`src/stp_pkg.sv`:
```
package stp_pkg;
  // ****************************************************************
  // word format and link timing
  // ****************************************************************
  localparam int WORD_W = 13;
  localparam int FIFO_DEPTH = 16;
  localparam int SAMPLE_RATE_HZ = 8000;
  localparam int LINK_BIT_HZ = 104000;
  localparam int CLK_HZ = 250_000_000;
  // half a link clock period, rounded down so the link never runs slow
  localparam int HALF_CYC = CLK_HZ / (2 * LINK_BIT_HZ);
  // least reset pulse, rounded up
  localparam int RST_MIN_MS = 4;
  localparam int RST_CYC = (CLK_HZ / 1000) * RST_MIN_MS;
  // mode must settle for more than this before reset
  localparam int SETTLE_S = 1;
  localparam int SETTLE_CYC = CLK_HZ * SETTLE_S + 1;

  // ****************************************************************
  // modes selected by the two select lines
  // ****************************************************************
  typedef enum logic [1:0] {
    STP_NORMAL,
    STP_DOWNLINK,
    STP_UPLINK,
    STP_ACOUSTIC
  } stp_mode_t;

  function automatic stp_mode_t stp_decode(input logic [1:0] sel);
    case (sel)
      2'h0: stp_decode = STP_NORMAL;
      2'h1: stp_decode = STP_DOWNLINK;
      2'h2: stp_decode = STP_UPLINK;
      default: stp_decode = STP_ACOUSTIC;
    endcase
  endfunction : stp_decode
endpackage : stp_pkg

```
`src/stp_if.sv`:
```
`timescale 1ns/10ps
interface stp_if;
  logic link_clk;
  logic mob_data;
  logic tst_data;
  logic [1:0] sel;
  logic test_nrst;

  modport mobile (
    output link_clk,
    output mob_data,
    input tst_data,
    input sel,
    input test_nrst
  );

  modport tester (
    input link_clk,
    input mob_data,
    output tst_data,
    output sel,
    output test_nrst
  );
endinterface : stp_if

```
`src/stp_fifo.sv`:
```
`timescale 1ns/10ps
module stp_fifo #(
  parameter int W = 13,
  parameter int DEPTH = 16
) (
  input wire logic clock_i,
  input wire logic nrst_i,
  input wire logic [W-1:0] in_data_i,
  input wire logic in_valid_i,
  output logic in_ready_o,
  output logic [W-1:0] out_data_o,
  output logic out_valid_o,
  input wire logic out_ready_i
);
  localparam int AW = $clog2(DEPTH);
  localparam int CW = $clog2(DEPTH + 1);

  logic [W-1:0] mem [DEPTH];
  logic [AW-1:0] wr_ptr_reg;
  logic [AW-1:0] rd_ptr_reg;
  logic [CW-1:0] count_reg;
  logic [CW-1:0] count_next;
  logic push;
  logic pop;

  assign push = in_valid_i & in_ready_o;
  assign pop = out_valid_o & out_ready_i;
  assign out_data_o = mem[rd_ptr_reg];

  always_comb begin
    count_next = count_reg;
    if (push & ~pop) begin
      count_next = count_reg + CW'(1);
    end else if (pop & ~push) begin
      count_next = count_reg - CW'(1);
    end
  end

  always_ff @(posedge clock_i) begin
    if (push) begin
      mem[wr_ptr_reg] <= in_data_i;
    end
  end

  always_ff @(posedge clock_i or negedge nrst_i) begin
    if (!nrst_i) begin
      wr_ptr_reg <= '0;
      rd_ptr_reg <= '0;
      count_reg <= '0;
      in_ready_o <= 1'b0;
      out_valid_o <= 1'b0;
    end else begin
      if (push) begin
        wr_ptr_reg <= (wr_ptr_reg == AW'(DEPTH - 1)) ? '0 : wr_ptr_reg + AW'(1);
      end
      if (pop) begin
        rd_ptr_reg <= (rd_ptr_reg == AW'(DEPTH - 1)) ? '0 : rd_ptr_reg + AW'(1);
      end
      count_reg <= count_next;
      in_ready_o <= (count_next != CW'(DEPTH));
      out_valid_o <= (count_next != '0);
    end
  end
endmodule : stp_fifo

```
`src/stp_mobile.sv`:
```
// What the document requires
// 13-bit samples, 8000/s, 104 kbit/s serial
// one data line per direction
// mobile makes clock, pulses only when needed
// tester drives selects and reset
// reset low resets transcoder and converters
// reset active low, held 4 ms
// 13-bit two's complement, MSB first
// sample on rise, change on fall
// clock idles high between transfers
// select lines decode four modes
// mode set by lines or air message; this block takes the mode from the select lines only
// tester waits over one second, then resets
// after reset release, clock as data needed
// uplink starts at block frame after release
// downlink starts at first completed block frame
// test modes restart transcoders at reset end
// clock held high in reset and normal
`timescale 1ns/10ps
module stp_mobile #(
  parameter int WORD_W = stp_pkg::WORD_W,
  parameter int FIFO_DEPTH = stp_pkg::FIFO_DEPTH,
  parameter int HALF_CYC = stp_pkg::HALF_CYC
) (
  input wire logic clock_i,
  input wire logic nrst_i,
  stp_if.mobile link,
  input wire logic [WORD_W-1:0] dl_data_i,
  input wire logic dl_valid_i,
  output logic dl_ready_o,
  output logic [WORD_W-1:0] ul_data_o,
  output logic ul_valid_o,
  input wire logic ul_ready_i,
  input wire logic frame_i,
  output stp_pkg::stp_mode_t mode_o,
  output logic codec_rst_o,
  output logic codec_restart_o
);
  localparam int HW = $clog2(HALF_CYC + 1);
  localparam int BW = $clog2(WORD_W + 1);

  typedef enum {ST_HALT, ST_WAIT_FRAME, ST_READY, ST_LOW, ST_HIGH} stp_state_t;

  // ****************************************************************
  // pin synchronisers
  // ****************************************************************
  logic [1:0] sel_s1_reg;
  logic [1:0] sel_s2_reg;
  logic rst_s1_reg;
  logic rst_s2_reg;
  logic rst_prev_reg;
  logic din_s1_reg;
  logic din_s2_reg;

  always_ff @(posedge clock_i or negedge nrst_i) begin
    if (!nrst_i) begin
      sel_s1_reg <= 2'h0;
      sel_s2_reg <= 2'h0;
      // idle level of the pin, so leaving reset is no false release
      rst_s1_reg <= 1'b1;
      rst_s2_reg <= 1'b1;
      rst_prev_reg <= 1'b1;
      din_s1_reg <= 1'b0;
      din_s2_reg <= 1'b0;
    end else begin
      sel_s1_reg <= link.sel;
      sel_s2_reg <= sel_s1_reg;
      rst_s1_reg <= link.test_nrst;
      rst_s2_reg <= rst_s1_reg;
      rst_prev_reg <= rst_s2_reg;
      din_s1_reg <= link.tst_data;
      din_s2_reg <= din_s1_reg;
    end
  end

  // ****************************************************************
  // mode decode and transcoder reset
  // ****************************************************************
  logic release_evt;
  logic test_mode;

  assign release_evt = rst_s2_reg & ~rst_prev_reg;
  assign test_mode = (mode_o != stp_pkg::STP_NORMAL);

  always_ff @(posedge clock_i or negedge nrst_i) begin
    if (!nrst_i) begin
      mode_o <= stp_pkg::STP_NORMAL;
      codec_rst_o <= 1'b1;
      codec_restart_o <= 1'b0;
    end else begin
      mode_o <= stp_pkg::stp_decode(sel_s2_reg);
      codec_rst_o <= ~rst_s2_reg;
      codec_restart_o <= release_evt & test_mode;
    end
  end

  // ****************************************************************
  // downlink sample buffer
  // ****************************************************************
  logic [WORD_W-1:0] fifo_data;
  logic fifo_valid;
  logic fifo_pop;

  stp_fifo #(
    .W(WORD_W),
    .DEPTH(FIFO_DEPTH)
  ) u_fifo (
    .clock_i(clock_i),
    .nrst_i(nrst_i),
    .in_data_i(dl_data_i),
    .in_valid_i(dl_valid_i),
    .in_ready_o(dl_ready_o),
    .out_data_o(fifo_data),
    .out_valid_o(fifo_valid),
    .out_ready_i(fifo_pop)
  );

  // ****************************************************************
  // link sequencer and clock divider
  // ****************************************************************
  stp_state_t state_reg;
  logic [HW-1:0] half_reg;
  logic [BW-1:0] bit_reg;
  logic [WORD_W-1:0] tx_sh_reg;
  logic [WORD_W-1:0] rx_sh_reg;
  logic link_clk_reg;
  logic dout_reg;
  logic ul_valid_reg;
  logic need_tx;
  logic need_rx;
  logic go;
  logic half_done;
  logic halt;
  logic [WORD_W-1:0] tx_word;

  assign need_tx = (mode_o == stp_pkg::STP_DOWNLINK) || (mode_o == stp_pkg::STP_ACOUSTIC);
  assign need_rx = (mode_o == stp_pkg::STP_UPLINK) || (mode_o == stp_pkg::STP_ACOUSTIC);
  // a word starts only when a sending mode has a buffered word and a receiving mode has room for one
  assign go = (~need_tx | fifo_valid) & (~need_rx | ~ul_valid_reg);
  assign fifo_pop = (state_reg == ST_READY) & go & need_tx & ~halt;
  assign tx_word = need_tx ? fifo_data : '0;
  assign half_done = (half_reg == HW'(HALF_CYC - 1));
  assign halt = ~rst_s2_reg | ~test_mode;

  always_ff @(posedge clock_i or negedge nrst_i) begin
    if (!nrst_i) begin
      state_reg <= ST_HALT;
      half_reg <= '0;
      bit_reg <= '0;
      tx_sh_reg <= '0;
      rx_sh_reg <= '0;
      link_clk_reg <= 1'b1;
      dout_reg <= 1'b0;
    end else if (halt) begin
      state_reg <= ST_HALT;
      half_reg <= '0;
      link_clk_reg <= 1'b1;
      dout_reg <= 1'b0;
    end else begin
      case (state_reg)
        ST_HALT: begin
          if (release_evt) begin
            state_reg <= ST_WAIT_FRAME;
          end
        end
        ST_WAIT_FRAME: begin
          if (frame_i) begin
            state_reg <= ST_READY;
          end
        end
        ST_READY: begin
          link_clk_reg <= 1'b1;
          if (go) begin
            state_reg <= ST_LOW;
            half_reg <= '0;
            bit_reg <= '0;
            link_clk_reg <= 1'b0;
            dout_reg <= tx_word[WORD_W-1];
            tx_sh_reg <= {tx_word[WORD_W-2:0], 1'b0};
          end
        end
        ST_LOW: begin
          half_reg <= half_reg + HW'(1);
          if (half_done) begin
            state_reg <= ST_HIGH;
            half_reg <= '0;
            link_clk_reg <= 1'b1;
            rx_sh_reg <= {rx_sh_reg[WORD_W-2:0], din_s2_reg};
          end
        end
        ST_HIGH: begin
          half_reg <= half_reg + HW'(1);
          if (half_done) begin
            half_reg <= '0;
            if (bit_reg == BW'(WORD_W - 1)) begin
              state_reg <= ST_READY;
            end else begin
              state_reg <= ST_LOW;
              bit_reg <= bit_reg + BW'(1);
              link_clk_reg <= 1'b0;
              dout_reg <= tx_sh_reg[WORD_W-1];
              tx_sh_reg <= {tx_sh_reg[WORD_W-2:0], 1'b0};
            end
          end
        end
        default: begin
          state_reg <= ST_HALT;
        end
      endcase
    end
  end

  // ****************************************************************
  // uplink sample hand-off
  // ****************************************************************
  logic word_end;

  assign word_end = (state_reg == ST_HIGH) & half_done & (bit_reg == BW'(WORD_W - 1)) & ~halt;

  always_ff @(posedge clock_i or negedge nrst_i) begin
    if (!nrst_i) begin
      ul_valid_reg <= 1'b0;
      ul_data_o <= '0;
    end else if (word_end & need_rx) begin
      ul_valid_reg <= 1'b1;
      ul_data_o <= rx_sh_reg;
    end else if (ul_ready_i) begin
      ul_valid_reg <= 1'b0;
    end
  end

  assign ul_valid_o = ul_valid_reg;
  assign link.link_clk = link_clk_reg;
  assign link.mob_data = dout_reg;
endmodule : stp_mobile

```
`src/flat_wrapper.sv`:
```
// flat-port wrapper written by rule: the top's interface ports become plain ports
module stp_mobile_flat 
#(
  parameter int WORD_W = stp_pkg::WORD_W,
  parameter int FIFO_DEPTH = stp_pkg::FIFO_DEPTH,
  parameter int HALF_CYC = stp_pkg::HALF_CYC
)
  (clock_i, nrst_i, dl_data_i, dl_valid_i, dl_ready_o, ul_data_o, ul_valid_o, ul_ready_i, frame_i, mode_o, codec_rst_o, codec_restart_o, link_link_clk, link_mob_data, link_tst_data, link_sel, link_test_nrst);
  stp_if link_i ();
  input wire logic clock_i;
  input wire logic nrst_i;
  input wire logic [WORD_W-1:0] dl_data_i;
  input wire logic dl_valid_i;
  output logic dl_ready_o;
  output logic [WORD_W-1:0] ul_data_o;
  output logic ul_valid_o;
  input wire logic ul_ready_i;
  input wire logic frame_i;
  output stp_pkg::stp_mode_t mode_o;
  output logic codec_rst_o;
  output logic codec_restart_o;
  output wire logic [$bits(link_i.link_clk)-1:0] link_link_clk;
  output wire logic [$bits(link_i.mob_data)-1:0] link_mob_data;
  input wire logic [$bits(link_i.tst_data)-1:0] link_tst_data;
  input wire logic [$bits(link_i.sel)-1:0] link_sel;
  input wire logic [$bits(link_i.test_nrst)-1:0] link_test_nrst;
  assign link_link_clk = link_i.link_clk;
  assign link_mob_data = link_i.mob_data;
  assign link_i.tst_data = link_tst_data;
  assign link_i.sel = link_sel;
  assign link_i.test_nrst = link_test_nrst;
  stp_mobile #(.WORD_W(WORD_W), .FIFO_DEPTH(FIFO_DEPTH), .HALF_CYC(HALF_CYC)) u_core (.clock_i(clock_i), .nrst_i(nrst_i), .link(link_i), .dl_data_i(dl_data_i), .dl_valid_i(dl_valid_i), .dl_ready_o(dl_ready_o), .ul_data_o(ul_data_o), .ul_valid_o(ul_valid_o), .ul_ready_i(ul_ready_i), .frame_i(frame_i), .mode_o(mode_o), .codec_rst_o(codec_rst_o), .codec_restart_o(codec_restart_o));
endmodule
```
`config.mk`:
```
export PLATFORM = sky130hd
export DESIGN_NAME = stp_mobile_flat
export DESIGN_NICKNAME = d
export VERILOG_FILES = /design/src/stp_pkg.sv /design/src/stp_if.sv /design/src/stp_fifo.sv /design/src/stp_mobile.sv /design/src/flat_wrapper.sv
export SDC_FILE = /design/constraint.sdc
export NUM_CORES = 1
export LEC_CHECK = 0
export ABC_AREA = 1
export BUFFER_PORTS_ARGS = -buffer_cell sky130_fd_sc_hd__buf_2
export CAP_MARGIN = 25
export CORE_ASPECT_RATIO = 0.9
export CORE_MARGIN = 2
export CORE_UTILIZATION = 65
export CTS_CLUSTER_DIAMETER = 60
export DETAILED_ROUTE_END_ITERATION = 8
export GPL_ROUTABILITY_DRIVEN = 0
export PLACE_DENSITY = 0.88
export SKIP_CTS_REPAIR_TIMING = 1
export SLEW_MARGIN = 30
export SYNTH_ARGS = -nofsm -noshare
export SYNTH_HDL_FRONTEND = slang
export SYNTH_HIERARCHICAL = 1
export SYNTH_SLANG_ARGS = --single-unit
```
`constraint.sdc`:
```
create_clock -name clock_i -period 5.6 [get_ports clock_i]
set_clock_uncertainty 0.1 [all_clocks]
set_input_delay 1.12 -clock clock_i [delete_from_list [all_inputs] [get_ports clock_i]]
set_output_delay 1.12 -clock clock_i [all_outputs]
set_load 0.05 [all_outputs]
```
==> results.txt <==
----------------------------------------------------
[Pwr]
  Peak supply drop ... 0.324 mV
  Relative contribution of sequential cells to total power ... 45.3%
  PD cells ... between 400 and 500 mW/mm2
  Portion of total power attributed to combinational logic ... 25.0%
  Clock network power share ... between 20% and 30%
  Sw power ... 2.09 mW
  Int Pwr ... 4.09 mW
  Static leakage power ... 5.47 nW
  Switching Share ... about 34%

[Synthesis]
  Avg Synthesized Cell Area ... roughly 11 um2
  Synth top area share ... 48.7%
  Yosys cell types ... 39
  EDFF count, synth ... roughly 210
  Count leader, synth ... sky130_fd_sc_hd__nand2_1
  Number of flip-flops and latches in the synthesized netlist ... 295
  Number of nets in the synthesized netlist ... ~1200
  Commonest cells in the synthesized netlist ... 220 x sky130_fd_sc_hd__nand2_1, 208 x sky130_fd_sc_hd__edfxtp_1, 175 x sky130_fd_sc_hd__nor2_1, 87 x sky130_fd_sc_hd__o21ai_0, 82 x sky130_fd_sc_hd__dfrtp_1
  Leading area contributor after synthesis ... sky130_fd_sc_hd__edfxtp_1
  Fraction of synthesis flops using an asynchronous set or reset pin ... 29.5%
  Primary flip-flop cell chosen by synthesis mapping ... sky130_fd_sc_hd__edfxtp_1
  Synthesized area ... 0.0128 mm2
  Synthesized instance count ... 1177
  Proportion of synthesized chip area in sequential cells ... 65.7%
  Largest cells by area after synthesis ... sky130_fd_sc_hd__edfxtp_1 49%, sky130_fd_sc_hd__dfrtp_1 16%, sky130_fd_sc_hd__nand2_1 6.4%, sky130_fd_sc_hd__nor2_1 5.1%, sky130_fd_sc_hd__o21ai_0 3.4%
  Number of warnings issued by yosys ... 6

[GRT]
  Pin count of the biggest net entering global routing ... 107
  Antenna violations before repair ... 0
  Number of global-route vias before repair ... 8853
  Overall global routing resource usage ... 28.1%
  First-pass GRT wire length ... around 46000 um
  GRT overflow ... 0

[Worst hold path]
  Number of instances on the worst hold path ... 0
  Hold Path End ... u_core/sel_s2_reg[1]
  Worst hold path startpoint ... u_core/sel_s1_reg[1]
  Path type of the worst min-delay path ... reg2reg

[Place]
  Detailed placement HPWL ... around 18000 um
  Placed Instance Area ... 0.0130 mm2
  Count of buffers inserted at the top-level ports ... 42

[Timing]
  Period utilisation layout ... between 50% and 60%
  Pin slew with the least headroom to its limit ... between 0.9 and 1 ns
  Pins Over Slew Limit ... 0
  Number of failing setup endpoints in the final timing report ... 0
  Maximum clock frequency ... 0.354 GHz
  Setup repair after global routing missed its margin ... false
  Final-report hold violation count ... 0
  Minimum clock period ... 2.83 ns
  Total Neg Setup Slack ... 0 ns
  Relative slew margins ... between 30 and 40%
  Hold_ws ... 0.257 ns

[Cells and area]
  Area of all placed cells without fillers ... ~0.014 mm2
  Synth-to-layout area growth ... 8.72%
  Nets ... 1230
  Number of flip-flops in the largest register ... 208
  Fraction of final layout cells sized beyond drive strength 1 ... 14.1%
  # fillers ... 1169

[Setup path]
  Family with the most delay on the worst path ... flip-flops
  Cell count along the critical path ... 1
  Length in cells of the worst reg-to-reg path ... 11
  Endpoint arrival time on the critical path ... 1.61 ns
  Classification of the worst setup path ... reg2out
  Worst flop-to-flop path endpoint ... u_core/tx_sh_reg[9]
  Source of the worst register-to-register timing path ... u_core/u_fifo/rd_ptr_reg[1]
  Ordered cell list for the critical path ... buf_2
  Register-to-register setup slack ... 2.79 ns
  Total buffers and inverters traversed by the critical path ... 1
  CP Max Fanout ... 16
  Worst setup SP type ... flop
  Slowest CP cell ... sky130_fd_sc_hd__dfrtp_1
  Data required time at the worst endpoint ... 4.38 ns
  Biggest cell delay along the critical path ... 0.69 ns
  Crit path capture type ... output port

[Die]
  Width of the die ... 152 um
  Die ar. ... 0.0209 mm2
  Initial Util ... 66.5%
  Count of boundary I/O pins ... 43
  Die H ... 137 um
  Standard-cell rows ... between 40 and 50
  Area of the core ... 0.0193 mm2

[Run]
  Number of maximum-capacitance violations ... 0

[Clock network]
  CTS tree ... done
  CTS H-Tree Depth ... 1
  Root Buffer ... sky130_fd_sc_hd__clkbuf_16
  Clock slew at reported path FFs ... 0.06 ns
  Max Root-Sink Buffers ... 3
  Total clock sinks ... 295
  Inserted Clock Buffers ... 28
  Clock latency of the later-clocked register in the worst-skew pair ... 0.56 ns

[Detailed routing]
  DRC Markers ... 0
  Routed length per instance ... 20.0 um
  Number of vias in the routed layout ... roughly 9000
  Routed wire length ... 29400 um
  Detailed-routing iteration count for the pre-antenna-repair pass ... 6
  Avg Vias per Cell ... slightly above 6
  First DRT Iteration DRCs ... 1255
  Post-detailed-route count of antenna-violating nets ... 0

[Run status]
  Result of the run ... completed

----------------------------------------------------
## logic make-up after synthesis
group | count (synthesis) | share of synthesized area [%]
XOR/XNOR | 5 | 0.400
AND/OR/NAND/NOR | 524 | 17.8
adder cells (fa/ha/maj) | 11 | 1.07
AO/OA/AOI/OAI | 204 | 9.20
flip-flops | 295 | 65.7
buffers and inverters | 138 | 5.78
## metrics by stage
| step | utilization (%) | power (mW) | instances | setup slack, ns |
|---|---|---|---|---|
| after floorplan | - | 3.97 | 1177 | 2.88 |
| after global placement | 67.3 | 4.19 | 1417 | 2.45 |
| after detailed placement | 67.5 | 4.30 | 1417 | 2.39 |
| after CTS | 72.2 | 6.14 | 1469 | 2.78 |
| after global routing | 72.3 | 6.44 | 1469 | 2.64 |
| final | 72.3 | 6.17 | 1470 | 2.77 |
## power groups by stage
| stage | combinational (mW) | clock, mW | sequential (mW) |
|---|---|---|---|
| 6_report | 1.55 | 1.83 | 2.79 |
| 5_1_grt | 1.69 | 1.94 | 2.81 |
| 2_1_floorplan | 1.20 | 0 | 2.77 |
| 3_5_place_dp | 1.48 | 0 | 2.82 |
| 4_1_cts | 1.51 | 1.85 | 2.79 |
| 3_3_place_gp | 1.38 | 0 | 2.81 |
## cell type report
cell class	instances	area (um2)	area share, %
Sequential cell	295	8430	60.5
Multi-Input combinational cell	744	3710	26.6
Clock buffer	40	833	5.97
Inverter	81	314	2.25
Tap cell	250	313	2.24
Timing Repair Buffer	47	254	1.82
Clock inverter	12	86.3	0.619
Antenna cell	1	2.50	0.0179
## placed cells by master, fill, tap and decap left out, types with 6 or more instances in the layout
cell type | synthesis | final
sky130_fd_sc_hd__nor2_2 | 5 | 18
sky130_fd_sc_hd__o21ai_2 | 15 | 15
sky130_fd_sc_hd__edfxtp_1 | 208 | 208
sky130_fd_sc_hd__inv_2 | 6 | 6
sky130_fd_sc_hd__inv_1 | 73 | 73
sky130_fd_sc_hd__ha_1 | 11 | 11
sky130_fd_sc_hd__dfrtp_1 | 82 | 80
sky130_fd_sc_hd__o211ai_1 | 27 | 27
sky130_fd_sc_hd__buf_2 | 23 | 41
sky130_fd_sc_hd__clkbuf_16 | 0 | 30
sky130_fd_sc_hd__clkinv_2 | 0 | 9
sky130_fd_sc_hd__nand2_2 | 14 | 14
sky130_fd_sc_hd__nor2_1 | 175 | 162
sky130_fd_sc_hd__o22ai_1 | 26 | 26
sky130_fd_sc_hd__o21ai_1 | 45 | 45
sky130_fd_sc_hd__nand3_1 | 59 | 59
sky130_fd_sc_hd__nand4_1 | 32 | 32
sky130_fd_sc_hd__nand2_1 | 220 | 220
sky130_fd_sc_hd__o21ai_0 | 87 | 87
## layer usage
layer / GRT usage, % / up-vias / part of all wire (%)
li1: - / 4092 / -
met1: 36.9 / 4350 / 38
met2: 48.1 / 562 / 50
met3: 3.43 / 97 / 8.7
met4: 12.7 / 0 / 4.1
met5: 0 / - / 0
## worst max-delay path by stage
stage	startpoint	end	slack (ns)
floorplan	dl_valid_i	u_core/u_fifo/mem[11][0]	2.88
global placement	dl_valid_i	u_core/u_fifo/mem[1][0]	2.45
detailed placement	dl_valid_i	u_core/u_fifo/mem[12][7]	2.39
CTS	u_core/mode_o[0]	mode_o[0]	2.78
global route	u_core/u_fifo/rd_ptr_reg[1]	u_core/link.mob_data	2.64
finish	u_core/mode_o[0]	mode_o[0]	2.77
Power figures use the tool's default switching activity.
